### src/rtl/serial_port_regs.svh
// offsets, bit positions, reset values and timing counts of the serial port
`ifndef SERIAL_PORT_REGS_SVH
`define SERIAL_PORT_REGS_SVH
`define PORT_BASE 8'he8
`define PORT_MODEM_RESET 8'he8
`define PORT_RATE_SWITCH 8'he9
`define PORT_CTRL_STATUS 8'hea
`define PORT_CHAR 8'heb
`define IDX_MODEM_RESET 2'h0
`define IDX_RATE_SWITCH 2'h1
`define IDX_CTRL_STATUS 2'h2
`define IDX_CHAR 2'h3
`define CTRL_EVEN_BIT 7
`define CTRL_WL_HI 6
`define CTRL_WL_LO 5
`define CTRL_TWO_STOP_BIT 4
`define CTRL_PAR_INH_BIT 3
`define HS_TX_ENABLE_BIT 2
`define HS_RTS_BIT 1
`define HS_DTR_BIT 0
`define CTRL_RESET 8'h04
`define RATE_RESET 8'h22
`define CLK_HZ 40000000
`define REF_HZ 5068800
`define REF_STEP (`REF_HZ / 100)
`define REF_MOD (`CLK_HZ / 100)
`define OVERSAMPLE 16
`define STOP_ONE_TICKS 6'h10
`define STOP_ONE_HALF_TICKS 6'h18
`define STOP_TWO_TICKS 6'h20
`define DIV_0 13'h18c0
`define DIV_1 13'h1080
`define DIV_2 13'h0b40
`define DIV_3 13'h0933
`define DIV_4 13'h0840
`define DIV_5 13'h0420
`define DIV_6 13'h0210
`define DIV_7 13'h0108
`define DIV_8 13'h00b0
`define DIV_9 13'h009e
`define DIV_A 13'h0084
`define DIV_B 13'h0058
`define DIV_C 13'h0042
`define DIV_D 13'h002c
`define DIV_E 13'h0021
`define DIV_F 13'h0010
`endif
### src/rtl/serial_port_pkg.sv
// types shared by the serial port decode and its rate dividers
package serial_port_pkg;
  typedef enum logic [2:0] {TX_IDLE, TX_START, TX_DATA, TX_PAR, TX_STOP}
    tx_state_e;
  typedef enum logic [2:0] {RX_IDLE, RX_START, RX_DATA, RX_PAR, RX_STOP}
    rx_state_e;
  typedef struct packed {
    logic [7:0] addr;
    logic [7:0] data;
    logic rd_n;
    logic wr_n;
    logic [7:0] cfg;
    logic cts;
    logic dsr;
    logic dcd;
    logic ri;
    logic rxd;
  } pins_s;
  typedef struct packed {
    logic [12:0] cnt;
    logic tick;
  } div_state_s;
  typedef struct packed {
    pins_s s1;
    pins_s s2;
    logic rd_prev_n;
    logic wr_prev_n;
    logic [7:0] rd_addr;
    logic [18:0] ref_acc;
    logic ref_tick;
    logic [7:0] ctrl;
    logic [7:0] rate;
    logic [7:0] sel_n;
    logic [7:0] dout;
    logic dout_oe;
    tx_state_e tx_st;
    logic [5:0] tx_cnt;
    logic [2:0] tx_bit;
    logic [7:0] tx_shift;
    logic tx_par;
    logic [7:0] thr;
    logic thr_full;
    logic txd_raw;
    logic txd;
    logic rts;
    logic dtr;
    rx_state_e rx_st;
    logic [3:0] rx_cnt;
    logic [2:0] rx_bit;
    logic [7:0] rx_shift;
    logic rx_par;
    logic [7:0] rx_data;
    logic dr;
    logic ovr;
    logic fe;
    logic pe;
  } port_state_s;
endpackage : serial_port_pkg

### src/rtl/rate_divider.sv
// one sixteen-times bit clock enable divided from the reference tick
`include "serial_port_regs.svh"
module rate_divider (
  input wire logic clock,
  input wire logic rst,
  input wire logic ref_tick,
  input wire logic [3:0] rate_code,
  output logic tick
);
  serial_port_pkg::div_state_s st_reg, st_next;

  function automatic logic [12:0] divisor(input logic [3:0] code);
    logic [12:0] d;
    d = `DIV_0;
    unique case (code)
      4'h0: d = `DIV_0;
      4'h1: d = `DIV_1;
      4'h2: d = `DIV_2;
      4'h3: d = `DIV_3;
      4'h4: d = `DIV_4;
      4'h5: d = `DIV_5;
      4'h6: d = `DIV_6;
      4'h7: d = `DIV_7;
      4'h8: d = `DIV_8;
      4'h9: d = `DIV_9;
      4'ha: d = `DIV_A;
      4'hb: d = `DIV_B;
      4'hc: d = `DIV_C;
      4'hd: d = `DIV_D;
      4'he: d = `DIV_E;
      4'hf: d = `DIV_F;
    endcase
    return d;
  endfunction : divisor

  always_comb begin
    st_next = st_reg;
    st_next.tick = 1'b0;
    if (ref_tick) begin
      // >= so a rate change mid-count cannot overrun
      if (st_reg.cnt >= divisor(rate_code) - 13'h0001) begin
        st_next.cnt = 13'h0000;
        st_next.tick = 1'b1;
      end else begin
        st_next.cnt = st_reg.cnt + 13'h0001;
      end
    end
  end

  always_ff @(posedge clock or posedge rst) begin
    if (rst) begin
      st_reg <= '0;
    end else begin
      st_reg <= st_next;
    end
  end

  assign tick = st_reg.tick;

  a_tick_spacing: assert property (@(posedge clock) disable iff (rst)
    st_reg.tick |=> !st_reg.tick)
    else $error("bit clock enable lasted more than one cycle");
endmodule : rate_divider

### src/rtl/serial_port_io_decode.sv
// four-port decode, control latches and serial engine of the serial port
// Notes on behaviour
// - answers only ports e8 through eb
// - port chosen by low address byte qualified by active-low strobe
// - eight active-low selects, one per port and direction
// - any write to e8 resets the serial engine, data ignored
// - e8 read gives cts, dsr, carrier, ring in bits 7 to 4
// - e8 read gives raw receive line on bit 1, others zero
// - e9 write: high nibble transmit rate, low nibble receive rate
// - nibble codes 0 to f pick 50 up to 19200 baud
// - bit clocks are sixteen times the rate from 5.0688 mhz reference
// - switches carry baud, parity enable, stop count and parity sense
// - two switches select five to eight data bits
// - ea write loads frame control bits 7-3 and handshake bits 2-0
// - even parity, word length, two stops and parity inhibit fields
// - bit 2 clear forces break, bit 1 rts, bit 0 dtr
// - ea read: ready, holding empty, overrun, framing, parity
// - eb write loads the transmit holding register
// - eb read returns received character and clears ready
// - five to eight bits, optional parity, one, one and a half or two stops
`include "serial_port_regs.svh"
module serial_port_io_decode (
  input wire logic clock,
  input wire logic rst,
  input wire logic [7:0] addr,
  input wire logic rd_n,
  input wire logic wr_n,
  input wire logic [7:0] data_in,
  output logic [7:0] data_out,
  output logic data_oe,
  output logic [7:0] select_n,
  input wire logic [7:0] cfg_switch,
  input wire logic cts,
  input wire logic dsr,
  input wire logic dcd,
  input wire logic ri,
  input wire logic rxd,
  output logic txd,
  output logic rts,
  output logic dtr
);
  serial_port_pkg::port_state_s st_reg, st_next;
  serial_port_pkg::pins_s pins_now;
  logic tx_tick;
  logic rx_tick;

  // one-hot port hit, zero outside e8..eb
  function automatic logic [3:0] port_hit(input logic [7:0] a);
    logic [3:0] h;
    h = 4'h0;
    if (a[7:2] == 6'(`PORT_BASE >> 2)) begin
      h[a[1:0]] = 1'b1;
    end
    return h;
  endfunction : port_hit

  assign pins_now = '{addr: addr, data: data_in, rd_n: rd_n, wr_n: wr_n,
    cfg: cfg_switch, cts: cts, dsr: dsr, dcd: dcd, ri: ri, rxd: rxd};

  rate_divider tx_div (
    .clock(clock),
    .rst(rst),
    .ref_tick(st_reg.ref_tick),
    .rate_code(st_reg.rate[7:4]),
    .tick(tx_tick)
  );

  rate_divider rx_div (
    .clock(clock),
    .rst(rst),
    .ref_tick(st_reg.ref_tick),
    .rate_code(st_reg.rate[3:0]),
    .tick(rx_tick)
  );

  always_comb begin
    logic [3:0] hit;
    logic wr_fall;
    logic rd_rise;
    logic rd_on;
    logic [2:0] last_bit;
    logic par_on;
    logic even;
    logic [5:0] stop_len;
    logic [19:0] acc_sum;
    hit = 4'h0;
    wr_fall = 1'b0;
    rd_rise = 1'b0;
    rd_on = 1'b0;
    last_bit = 3'h0;
    par_on = 1'b0;
    even = 1'b0;
    stop_len = `STOP_ONE_TICKS;
    acc_sum = 20'h00000;
    st_next = st_reg;
    // pins cross into the clock domain through two flops
    st_next.s1 = pins_now;
    st_next.s2 = st_reg.s1;
    st_next.rd_prev_n = st_reg.s2.rd_n;
    st_next.wr_prev_n = st_reg.s2.wr_n;
    // 5.0688 mhz reference as fractional enable
    acc_sum = {1'b0, st_reg.ref_acc} + 20'(`REF_STEP);
    st_next.ref_tick = acc_sum >= 20'(`REF_MOD);
    st_next.ref_acc = st_next.ref_tick ? 19'(acc_sum - 20'(`REF_MOD))
                                       : acc_sum[18:0];
    hit = port_hit(st_reg.s2.addr);
    rd_on = !st_reg.s2.rd_n;
    wr_fall = !st_reg.s2.wr_n && st_reg.wr_prev_n;
    rd_rise = st_reg.s2.rd_n && !st_reg.rd_prev_n;
    if (!st_reg.s2.rd_n && st_reg.rd_prev_n) begin
      st_next.rd_addr = st_reg.s2.addr;
    end
    st_next.sel_n = ~({hit & {4{!st_reg.s2.wr_n}}, hit & {4{rd_on}}});
    // frame format from the control latch
    even = st_reg.ctrl[`CTRL_EVEN_BIT];
    par_on = !st_reg.ctrl[`CTRL_PAR_INH_BIT];
    last_bit = 3'h4 + {1'b0, st_reg.ctrl[`CTRL_WL_HI:`CTRL_WL_LO]};
    if (st_reg.ctrl[`CTRL_TWO_STOP_BIT]) begin
      stop_len = (last_bit == 3'h4) ? `STOP_ONE_HALF_TICKS : `STOP_TWO_TICKS;
    end
    // registered read data
    st_next.dout_oe = rd_on && (hit != 4'h0);
    st_next.dout = 8'h00;
    if (rd_on) begin
      unique case (1'b1)
        hit[`IDX_MODEM_RESET]: st_next.dout = {st_reg.s2.cts, st_reg.s2.dsr,
          st_reg.s2.dcd, st_reg.s2.ri, 2'b00, st_reg.s2.rxd, 1'b0};
        // raw switch byte, open reads one
        hit[`IDX_RATE_SWITCH]: st_next.dout = st_reg.s2.cfg;
        hit[`IDX_CTRL_STATUS]: st_next.dout = {st_reg.dr, !st_reg.thr_full,
          st_reg.ovr, st_reg.fe, st_reg.pe, 3'b000};
        hit[`IDX_CHAR]: st_next.dout = st_reg.rx_data;
        default: st_next.dout = 8'h00;
      endcase
    end
    // ready clears at the end of a character read
    if (rd_rise && port_hit(st_reg.rd_addr) == 4'h8) begin
      st_next.dr = 1'b0;
    end
    if (wr_fall) begin
      if (hit[`IDX_RATE_SWITCH]) st_next.rate = st_reg.s2.data;
      if (hit[`IDX_CTRL_STATUS]) st_next.ctrl = st_reg.s2.data;
      if (hit[`IDX_CHAR]) begin
        st_next.thr = st_reg.s2.data;
        st_next.thr_full = 1'b1;
      end
    end
    // transmitter
    unique case (st_reg.tx_st)
      serial_port_pkg::TX_IDLE: begin
        st_next.txd_raw = 1'b1;
        // launch on a bit clock so the start bit is a whole sixteen ticks
        if (st_reg.thr_full && tx_tick) begin
          st_next.tx_shift = st_reg.thr;
          st_next.thr_full = st_next.thr_full && wr_fall && hit[3];
          st_next.tx_st = serial_port_pkg::TX_START;
          st_next.tx_cnt = 6'h00;
          st_next.tx_bit = 3'h0;
          st_next.tx_par = 1'b0;
          st_next.txd_raw = 1'b0;
        end
      end
      serial_port_pkg::TX_START: if (tx_tick) begin
        st_next.tx_cnt = st_reg.tx_cnt + 6'h01;
        if (st_reg.tx_cnt == 6'h0f) begin
          st_next.tx_cnt = 6'h00;
          st_next.tx_st = serial_port_pkg::TX_DATA;
          st_next.txd_raw = st_reg.tx_shift[0];
        end
      end
      serial_port_pkg::TX_DATA: if (tx_tick) begin
        st_next.tx_cnt = st_reg.tx_cnt + 6'h01;
        if (st_reg.tx_cnt == 6'h0f) begin
          // lsb first, then parity, then stop
          st_next.tx_cnt = 6'h00;
          st_next.tx_par = st_reg.tx_par ^ st_reg.tx_shift[0];
          st_next.tx_shift = {1'b0, st_reg.tx_shift[7:1]};
          st_next.tx_bit = st_reg.tx_bit + 3'h1;
          st_next.txd_raw = st_reg.tx_shift[1];
          if (st_reg.tx_bit == last_bit) begin
            // even bit set gives even parity
            st_next.tx_st = par_on ? serial_port_pkg::TX_PAR
                                   : serial_port_pkg::TX_STOP;
            st_next.txd_raw = par_on ? (st_next.tx_par ^ !even) : 1'b1;
          end
        end
      end
      serial_port_pkg::TX_PAR: if (tx_tick) begin
        st_next.tx_cnt = st_reg.tx_cnt + 6'h01;
        if (st_reg.tx_cnt == 6'h0f) begin
          st_next.tx_cnt = 6'h00;
          st_next.tx_st = serial_port_pkg::TX_STOP;
          st_next.txd_raw = 1'b1;
        end
      end
      serial_port_pkg::TX_STOP: if (tx_tick) begin
        st_next.tx_cnt = st_reg.tx_cnt + 6'h01;
        if (st_reg.tx_cnt >= stop_len - 6'h01) begin
          st_next.tx_st = serial_port_pkg::TX_IDLE;
        end
      end
      default: st_next.tx_st = serial_port_pkg::TX_IDLE;
    endcase
    // receiver, mid-bit sampling
    unique case (st_reg.rx_st)
      serial_port_pkg::RX_IDLE: if (rx_tick && !st_reg.s2.rxd) begin
        st_next.rx_st = serial_port_pkg::RX_START;
        st_next.rx_cnt = 4'h0;
        st_next.rx_bit = 3'h0;
        st_next.rx_par = 1'b0;
      end
      serial_port_pkg::RX_START: if (rx_tick) begin
        st_next.rx_cnt = st_reg.rx_cnt + 4'h1;
        // a start shorter than half a bit is noise
        if (st_reg.rx_cnt == 4'h7) begin
          st_next.rx_cnt = 4'h0;
          st_next.rx_st = st_reg.s2.rxd ? serial_port_pkg::RX_IDLE
                                        : serial_port_pkg::RX_DATA;
        end
      end
      serial_port_pkg::RX_DATA: if (rx_tick) begin
        st_next.rx_cnt = st_reg.rx_cnt + 4'h1;
        if (st_reg.rx_cnt == 4'hf) begin
          st_next.rx_shift = {st_reg.s2.rxd, st_reg.rx_shift[7:1]};
          st_next.rx_par = st_reg.rx_par ^ st_reg.s2.rxd;
          st_next.rx_bit = st_reg.rx_bit + 3'h1;
          if (st_reg.rx_bit == last_bit) begin
            st_next.rx_st = par_on ? serial_port_pkg::RX_PAR
                                   : serial_port_pkg::RX_STOP;
          end
        end
      end
      serial_port_pkg::RX_PAR: if (rx_tick) begin
        st_next.rx_cnt = st_reg.rx_cnt + 4'h1;
        if (st_reg.rx_cnt == 4'hf) begin
          st_next.rx_par = st_reg.rx_par ^ st_reg.s2.rxd;
          st_next.rx_st = serial_port_pkg::RX_STOP;
        end
      end
      serial_port_pkg::RX_STOP: if (rx_tick) begin
        st_next.rx_cnt = st_reg.rx_cnt + 4'h1;
        if (st_reg.rx_cnt == 4'hf) begin
          // only the first stop bit is checked; load wins over clear
          st_next.rx_data = st_reg.rx_shift >> (3'h7 - last_bit);
          st_next.ovr = st_reg.dr && st_next.dr;
          st_next.dr = 1'b1;
          st_next.fe = !st_reg.s2.rxd;
          st_next.pe = par_on && (st_reg.rx_par ^ !even);
          st_next.rx_st = serial_port_pkg::RX_IDLE;
        end
      end
      default: st_next.rx_st = serial_port_pkg::RX_IDLE;
    endcase
    if (wr_fall && hit[`IDX_MODEM_RESET]) begin
      st_next.tx_st = serial_port_pkg::TX_IDLE;
      st_next.rx_st = serial_port_pkg::RX_IDLE;
      st_next.thr_full = 1'b0;
      st_next.txd_raw = 1'b1;
      st_next.dr = 1'b0;
      st_next.ovr = 1'b0;
      st_next.fe = 1'b0;
      st_next.pe = 1'b0;
    end
    st_next.txd = st_reg.txd_raw & st_reg.ctrl[`HS_TX_ENABLE_BIT];
    st_next.rts = st_reg.ctrl[`HS_RTS_BIT];
    st_next.dtr = st_reg.ctrl[`HS_DTR_BIT];
  end

  always_ff @(posedge clock or posedge rst) begin
    if (rst) begin
      st_reg <= '{s1: '1, s2: '1, rd_prev_n: 1'b1, wr_prev_n: 1'b1,
        rd_addr: 8'h00, ref_acc: 19'h00000, ref_tick: 1'b0,
        ctrl: `CTRL_RESET, rate: `RATE_RESET, sel_n: 8'hff, dout: 8'h00,
        dout_oe: 1'b0, tx_st: serial_port_pkg::TX_IDLE, tx_cnt: 6'h00,
        tx_bit: 3'h0, tx_shift: 8'h00, tx_par: 1'b0, thr: 8'h00,
        thr_full: 1'b0, txd_raw: 1'b1, txd: 1'b1, rts: 1'b0, dtr: 1'b0,
        rx_st: serial_port_pkg::RX_IDLE, rx_cnt: 4'h0, rx_bit: 3'h0,
        rx_shift: 8'h00, rx_par: 1'b0, rx_data: 8'h00, dr: 1'b0,
        ovr: 1'b0, fe: 1'b0, pe: 1'b0};
    end else begin
      st_reg <= st_next;
    end
  end

  assign data_out = st_reg.dout;
  assign data_oe = st_reg.dout_oe;
  assign select_n = st_reg.sel_n;
  assign txd = st_reg.txd;
  assign rts = st_reg.rts;
  assign dtr = st_reg.dtr;

  a_sel_range: assert property (@(posedge clock) disable iff (rst)
    (select_n != 8'hff) |-> ($past(st_reg.s2.addr) >= 8'he8 &&
    $past(st_reg.s2.addr) <= 8'heb))
    else $error("select asserted outside the four ports");
  a_sel_onehot: assert property (@(posedge clock) disable iff (rst)
    $onehot0(~select_n))
    else $error("more than one select low");
  a_sel_strobe: assert property (@(posedge clock) disable iff (rst)
    (select_n[3:0] != 4'hf) |-> !$past(st_reg.s2.rd_n))
    else $error("read select without read strobe");
  a_reset_engine: assert property (@(posedge clock) disable iff (rst)
    (!st_reg.s2.wr_n && st_reg.wr_prev_n && st_reg.s2.addr == 8'he8)
    |=> (!st_reg.thr_full && !st_reg.dr
    && st_reg.tx_st == serial_port_pkg::TX_IDLE))
    else $error("engine not reset by port write");
  a_rate_load: assert property (@(posedge clock) disable iff (rst)
    (!st_reg.s2.wr_n && st_reg.wr_prev_n && st_reg.s2.addr == 8'he9)
    |=> st_reg.rate == $past(st_reg.s2.data))
    else $error("rate nibbles not loaded");
  // read data is registered from the same edge as the selects
  a_modem_read: assert property (@(posedge clock) disable iff (rst)
    (!select_n[0]) |-> (data_out[3:2] == 2'b00 && !data_out[0]
    && data_out[1] == $past(st_reg.s2.rxd)))
    else $error("modem status read wrong");
  a_switch_read: assert property (@(posedge clock) disable iff (rst)
    (!select_n[1]) |-> (data_oe && data_out == $past(st_reg.s2.cfg)))
    else $error("switch read does not match inputs");
  a_break_line: assert property (@(posedge clock) disable iff (rst)
    !st_reg.ctrl[`HS_TX_ENABLE_BIT] |=> !txd)
    else $error("transmit line not held low in break");
  a_start_low: assert property (@(posedge clock) disable iff (rst)
    (st_reg.tx_st == serial_port_pkg::TX_IDLE && st_reg.thr_full
    && tx_tick && st_reg.ctrl[`HS_TX_ENABLE_BIT]) |=> ##1 !txd)
    else $error("frame did not begin with low start bit");
endmodule : serial_port_io_decode

### config.mk
export PLATFORM = sky130hd
export DESIGN_NAME = serial_port_io_decode
export DESIGN_NICKNAME = d
export VERILOG_FILES = /design/src/rtl/serial_port_pkg.sv /design/src/rtl/rate_divider.sv /design/src/rtl/serial_port_io_decode.sv
export VERILOG_INCLUDE_DIRS = /design/src /design/src/rtl
export SDC_FILE = /design/constraint.sdc
export NUM_CORES = 1
export LEC_CHECK = 0
export ABC_CLOCK_PERIOD_IN_PS = 7000
export BUFFER_PORTS_ARGS = -buffer_cell sky130_fd_sc_hd__buf_4
export CORE_MARGIN = 2
export CORE_UTILIZATION = 50
export DETAILED_ROUTE_END_ITERATION = 10
export PLACE_DENSITY = 0.68
export RECOVER_POWER = 25
export REMOVE_ABC_BUFFERS = 1
export SYNTH_ARGS = -nofsm -noshare
export SYNTH_HDL_FRONTEND = slang
export SYNTH_SLANG_ARGS = --single-unit
### constraint.sdc
create_clock -name clock -period 7 [get_ports clock]
set_input_delay 1.75 -clock clock [delete_from_list [all_inputs] [get_ports clock]]
set_output_delay 1.75 -clock clock [all_outputs]
set_load 0.01 [all_outputs]
==> flow_metrics.py <==
metrics = {
    "run_status": {
        "run_status": "finished with violations",
        "failed_checks": "capacitance limit, slew limit",
    },
    "floorplanning": {
        "floorplan.rows": 54,
        "core_area_um2": 21620,
        "dieWidth_um": 151.7,
        "ioPinCount": 53,
        "dieHeight_um": 151.7,
        "initial_utilization": 0.5043,
        "floorplan.die_area_um2": 23010,
    },
    "yosys": {
        "synth_enable_flop_cells": 0,
        "post_synth_inst_count": 1017,
        "top_count_cell_post_synth": "sky130_fd_sc_hd__dfrtp_1",
        "yosys_most_used_dff": "sky130_fd_sc_hd__dfrtp_1",
        "synth-xor-area-share": 0.04739,
        "post_synth_most_frequent_cells": "134 x sky130_fd_sc_hd__dfrtp_1, 77 x sky130_fd_sc_hd__dfstp_2, 71 x sky130_fd_sc_hd__nand2_1, 63 x sky130_fd_sc_hd__nor2_1",
        "synth_simple_gate_area_share": 0.1472,
        "netlist.top_cell.by_area": "sky130_fd_sc_hd__dfrtp_1",
        "synth.yosys.seq_area_share": 0.4931,
        "synth_top_area_frac": 0.3075,
        "yosysUniqueCellTypes": 70,
        "syn_area_per_cell_um2": 10.72,
        "async_flop_share": 1.000,
        "syn-cell-area_um2": 10900,
        "synth_top_family_by_area": "simple AND/OR/NAND/NOR gates",
        "ys_warn_count": 0,
        "synth_area_in_adders": 0.06196,
        "share_of_synthesized_area_spent_on_multiplexers": 0.07803,
        "postSynthRegisterBits": 211,
        "compound_gate_fraction_of_synth_area": 0.1298,
        "netlist_top_cells_area": "sky130_fd_sc_hd__dfrtp_1 31%, sky130_fd_sc_hd__dfstp_2 19%, sky130_fd_sc_hd__ha_1 6.2%",
    },
    "drt": {
        "route.detailed.drc": 0,
        "route.antenna.remaining_nets": 0,
        "routed_wl_um": 20750,
        "drt_pre_antenna_iters": 5,
        "detailedRoute.firstIterationViolations": 437,
        "vias_per_cell": 5.585,
        "wl_per_cell_um": 15.60,
        "via_count": 7428,
    },
    "worst_setup_path": {
        "worstSetupEndpointType": "flip-flop",
        "timing.critical_path.arrival_ns": 4.83,
        "worst-setup-path-type": "flip-flop to flip-flop",
        "startpoint_of_the_lowest_slack_register_to_register_path": "st_reg[87]",
        "critPathLaunchType": "flip-flop",
        "rr_endpoint": "tx_div.st_reg[13]",
        "r2r_setup_slack_ns": 2.56,
        "worstRegToRegCells": 14,
        "critical_path_required_ns": 7.39,
        "cp_max_fo": 12,
    },
    "clock_network": {
        "cts_buffers": 23,
        "cts.hold.buffers_added": 0,
        "postCtsSetupRepairBufs": 0,
        "tritoncts": "yes",
        "cts_max_path_buffers": 3,
        "cts_resized": 0,
        "tritoncts_num_sinks": 211,
        "h_tree_levels": 1,
        "clk_transition_reported_paths_ns": 0.06,
        "worstSkewPairLatency_ns": 0.52,
        "root_buffer": "sky130_fd_sc_hd__clkbuf_16",
    },
    "power_and_ir_drop": {
        "ir_drop_worst_vdd_v": 0.0002017,
        "power_per_cell_area_nw_per_um2": 214.4,
        "power.static_leakage_nw": 5.377,
    },
    "job": {
        "maxCapViolCount": 1,
    },
    "global_route": {
        "number_of_antenna_violations_at_the_first_check_in_global_routing": 0,
        "largest_net_degree_at_the_start_of_global_routing": 75,
        "grt.total_usage": 0.1855,
        "grt_pass1_wl_um": 34790,
        "via_count_of_the_first_global_routing_pass": 7012,
        "overflow": 0,
    },
    "timing": {
        "rsz0062_at_grt": "no",
        "maxSlewViolCount": 74,
        "worst_slew_margin_relative_to_its_limit": -1.111,
        "final_hold_fails": 0,
        "period_needed_ns": 4.441,
        "finalSetupViolations": 0,
        "timing.final.crit_share": 0.6344,
        "finalClockSkew_ns": 0.01937,
        "max_slew.worst_pin.slew_ns": 3.149,
        "postLayoutSetupSlackWorst_ns": 2.559,
        "fmax_mhz": 225.2,
    },
    "placement": {
        "place.detailed.instances": 1288,
        "port_buffers": 52,
        "dpl.hpwl_um": 13850,
        "gp_congestion": 0.8500,
        "dpl_worst_slack_ns": 2.588,
    },
    "worst_hold_path": {
        "whs_endpoint": "st_reg[147]",
        "hold_class": "flip-flop to flip-flop",
        "hold_start": "st_next[147]",
        "hold_path_depth": 0,
    },
    "final_layout": {
        "drive_gt1_frac": 0.2267,
        "final_util": 0.5572,
        "layout-area-overhead-vs-synth_pct": 10.49,
        "insertedDiodeCount": 0,
        "finish.net_count": 1120,
        "final_cell_count_no_fill": 1330,
        "largest_register_ffs": 128,
    },
}
cell usage in the layout (no fill, tap or decap), types with 8 or more instances in the layout:
master / n
sky130_fd_sc_hd__mux2i_1: 13
sky130_fd_sc_hd__xnor2_1: 29
sky130_fd_sc_hd__and3_1: 22
sky130_fd_sc_hd__nor2b_1: 14
sky130_fd_sc_hd__clkbuf_4: 32
sky130_fd_sc_hd__nand3b_1: 8
sky130_fd_sc_hd__inv_1: 27
sky130_fd_sc_hd__buf_4: 26
sky130_fd_sc_hd__xor2_1: 30
sky130_fd_sc_hd__clkbuf_1: 10
sky130_fd_sc_hd__and2_1: 10
sky130_fd_sc_hd__mux2_2: 54
sky130_fd_sc_hd__a211oi_1: 10
sky130_fd_sc_hd__ha_1: 54
sky130_fd_sc_hd__dfstp_2: 73
sky130_fd_sc_hd__nand4_1: 13
sky130_fd_sc_hd__nand2_1: 71
sky130_fd_sc_hd__nor2_1: 63
sky130_fd_sc_hd__a31oi_1: 11
sky130_fd_sc_hd__dfrtp_1: 134
sky130_fd_sc_hd__clkbuf_16: 23
sky130_fd_sc_hd__a21o_1: 11
sky130_fd_sc_hd__nand2b_1: 9
sky130_fd_sc_hd__o21ai_1: 10
sky130_fd_sc_hd__nand3_1: 32
sky130_fd_sc_hd__o21ai_0: 54
sky130_fd_sc_hd__a21oi_1: 53
sky130_fd_sc_hd__nor3_1: 24
worst max-delay path: stages (launching register included):
cell and delay (ns):
sky130_fd_sc_hd__dfstp_2 0.63, sky130_fd_sc_hd__inv_1 0.14, sky130_fd_sc_hd__ha_1 0.26, sky130_fd_sc_hd__mux2_2 0.28, sky130_fd_sc_hd__a21oi_1 0.16, sky130_fd_sc_hd__ha_1 0.21
sky130_fd_sc_hd__nand3_1 0.13, sky130_fd_sc_hd__or4_4 0.53, sky130_fd_sc_hd__a311oi_1 0.25, sky130_fd_sc_hd__nor2_1 0.08, sky130_fd_sc_hd__ha_1 0.30, sky130_fd_sc_hd__nand4_1 0.12
sky130_fd_sc_hd__a211oi_1 0.72, sky130_fd_sc_hd__o21a_1 0.40, sky130_fd_sc_hd__nor2_1 0.09
through the flow:
step | hold WS, ns | area [µm²] | power [W] | TNS, ns
floorplan | 0.3452 | 10550 | 0.001425 | -52.05
global placement | 0.3455 | 11360 | 0.001474 | 0
detailed placement | 0.3468 | 11360 | 0.001477 | 0
CTS | 0.3508 | 12050 | 0.002616 | 0
global route | 0.3548 | 12050 | 0.002688 | 0
finish | 0.3499 | 12050 | 0.002583 | 0
layer usage:
metal / track usage / vias to the layer above / share of wire
met5: 0 / - / 0
met4: 0.05694 / 0 / 0.027
met3: 0.02994 / 37 / 0.039
met2: 0.2793 / 131 / 0.45
met1: 0.2757 / 3603 / 0.49
li1: - / 3657 / -
power by group:
part / leakage (nW) / internal, W / switching [W]
combinational: 2.43 / 0.0000642 / 0.0000825
sequential: 2.61 / 0.00127 / 0.0000340
clock: 0.333 / 0.000630 / 0.000499
total: 5.38 / 0.00197 / 0.000615
cell families after synthesis:
group / after synthesis
flops: 211
compound gates: 217
buf+inv: 96
xor+xnor: 59
fa+ha+maj: 54
simple gates: 308
mux: 72
how the worst max path moves through the flow:
| stage | start | end | slack [ns] | cells past startpoint |
|---|---|---|---|---|
| floorplan | rst | data_oe | -0.39 | 1 |
| global placement | st_reg[87] | tx_div.st_reg[13] | 2.69 | 14 |
| detailed placement | st_reg[87] | tx_div.st_reg[6] | 2.59 | 14 |
| CTS | st_reg[87] | tx_div.st_reg[13] | 2.57 | 14 |
| global route | st_reg[87] | tx_div.st_reg[11] | 2.15 | 14 |
| finish | st_reg[87] | tx_div.st_reg[13] | 2.56 | 14 |
final cells by class:
type,count,area [µm²]
inverter,29,110.1
tap,280,350.3
clock inverter,8,67.56
clock buffer,34,626.9
sequential,211,5376
timing repair buffer,58,435.4
fill,1846,9573
multi-input combinational,710,5081
Note: power is estimated with default switching activity, not from simulation.
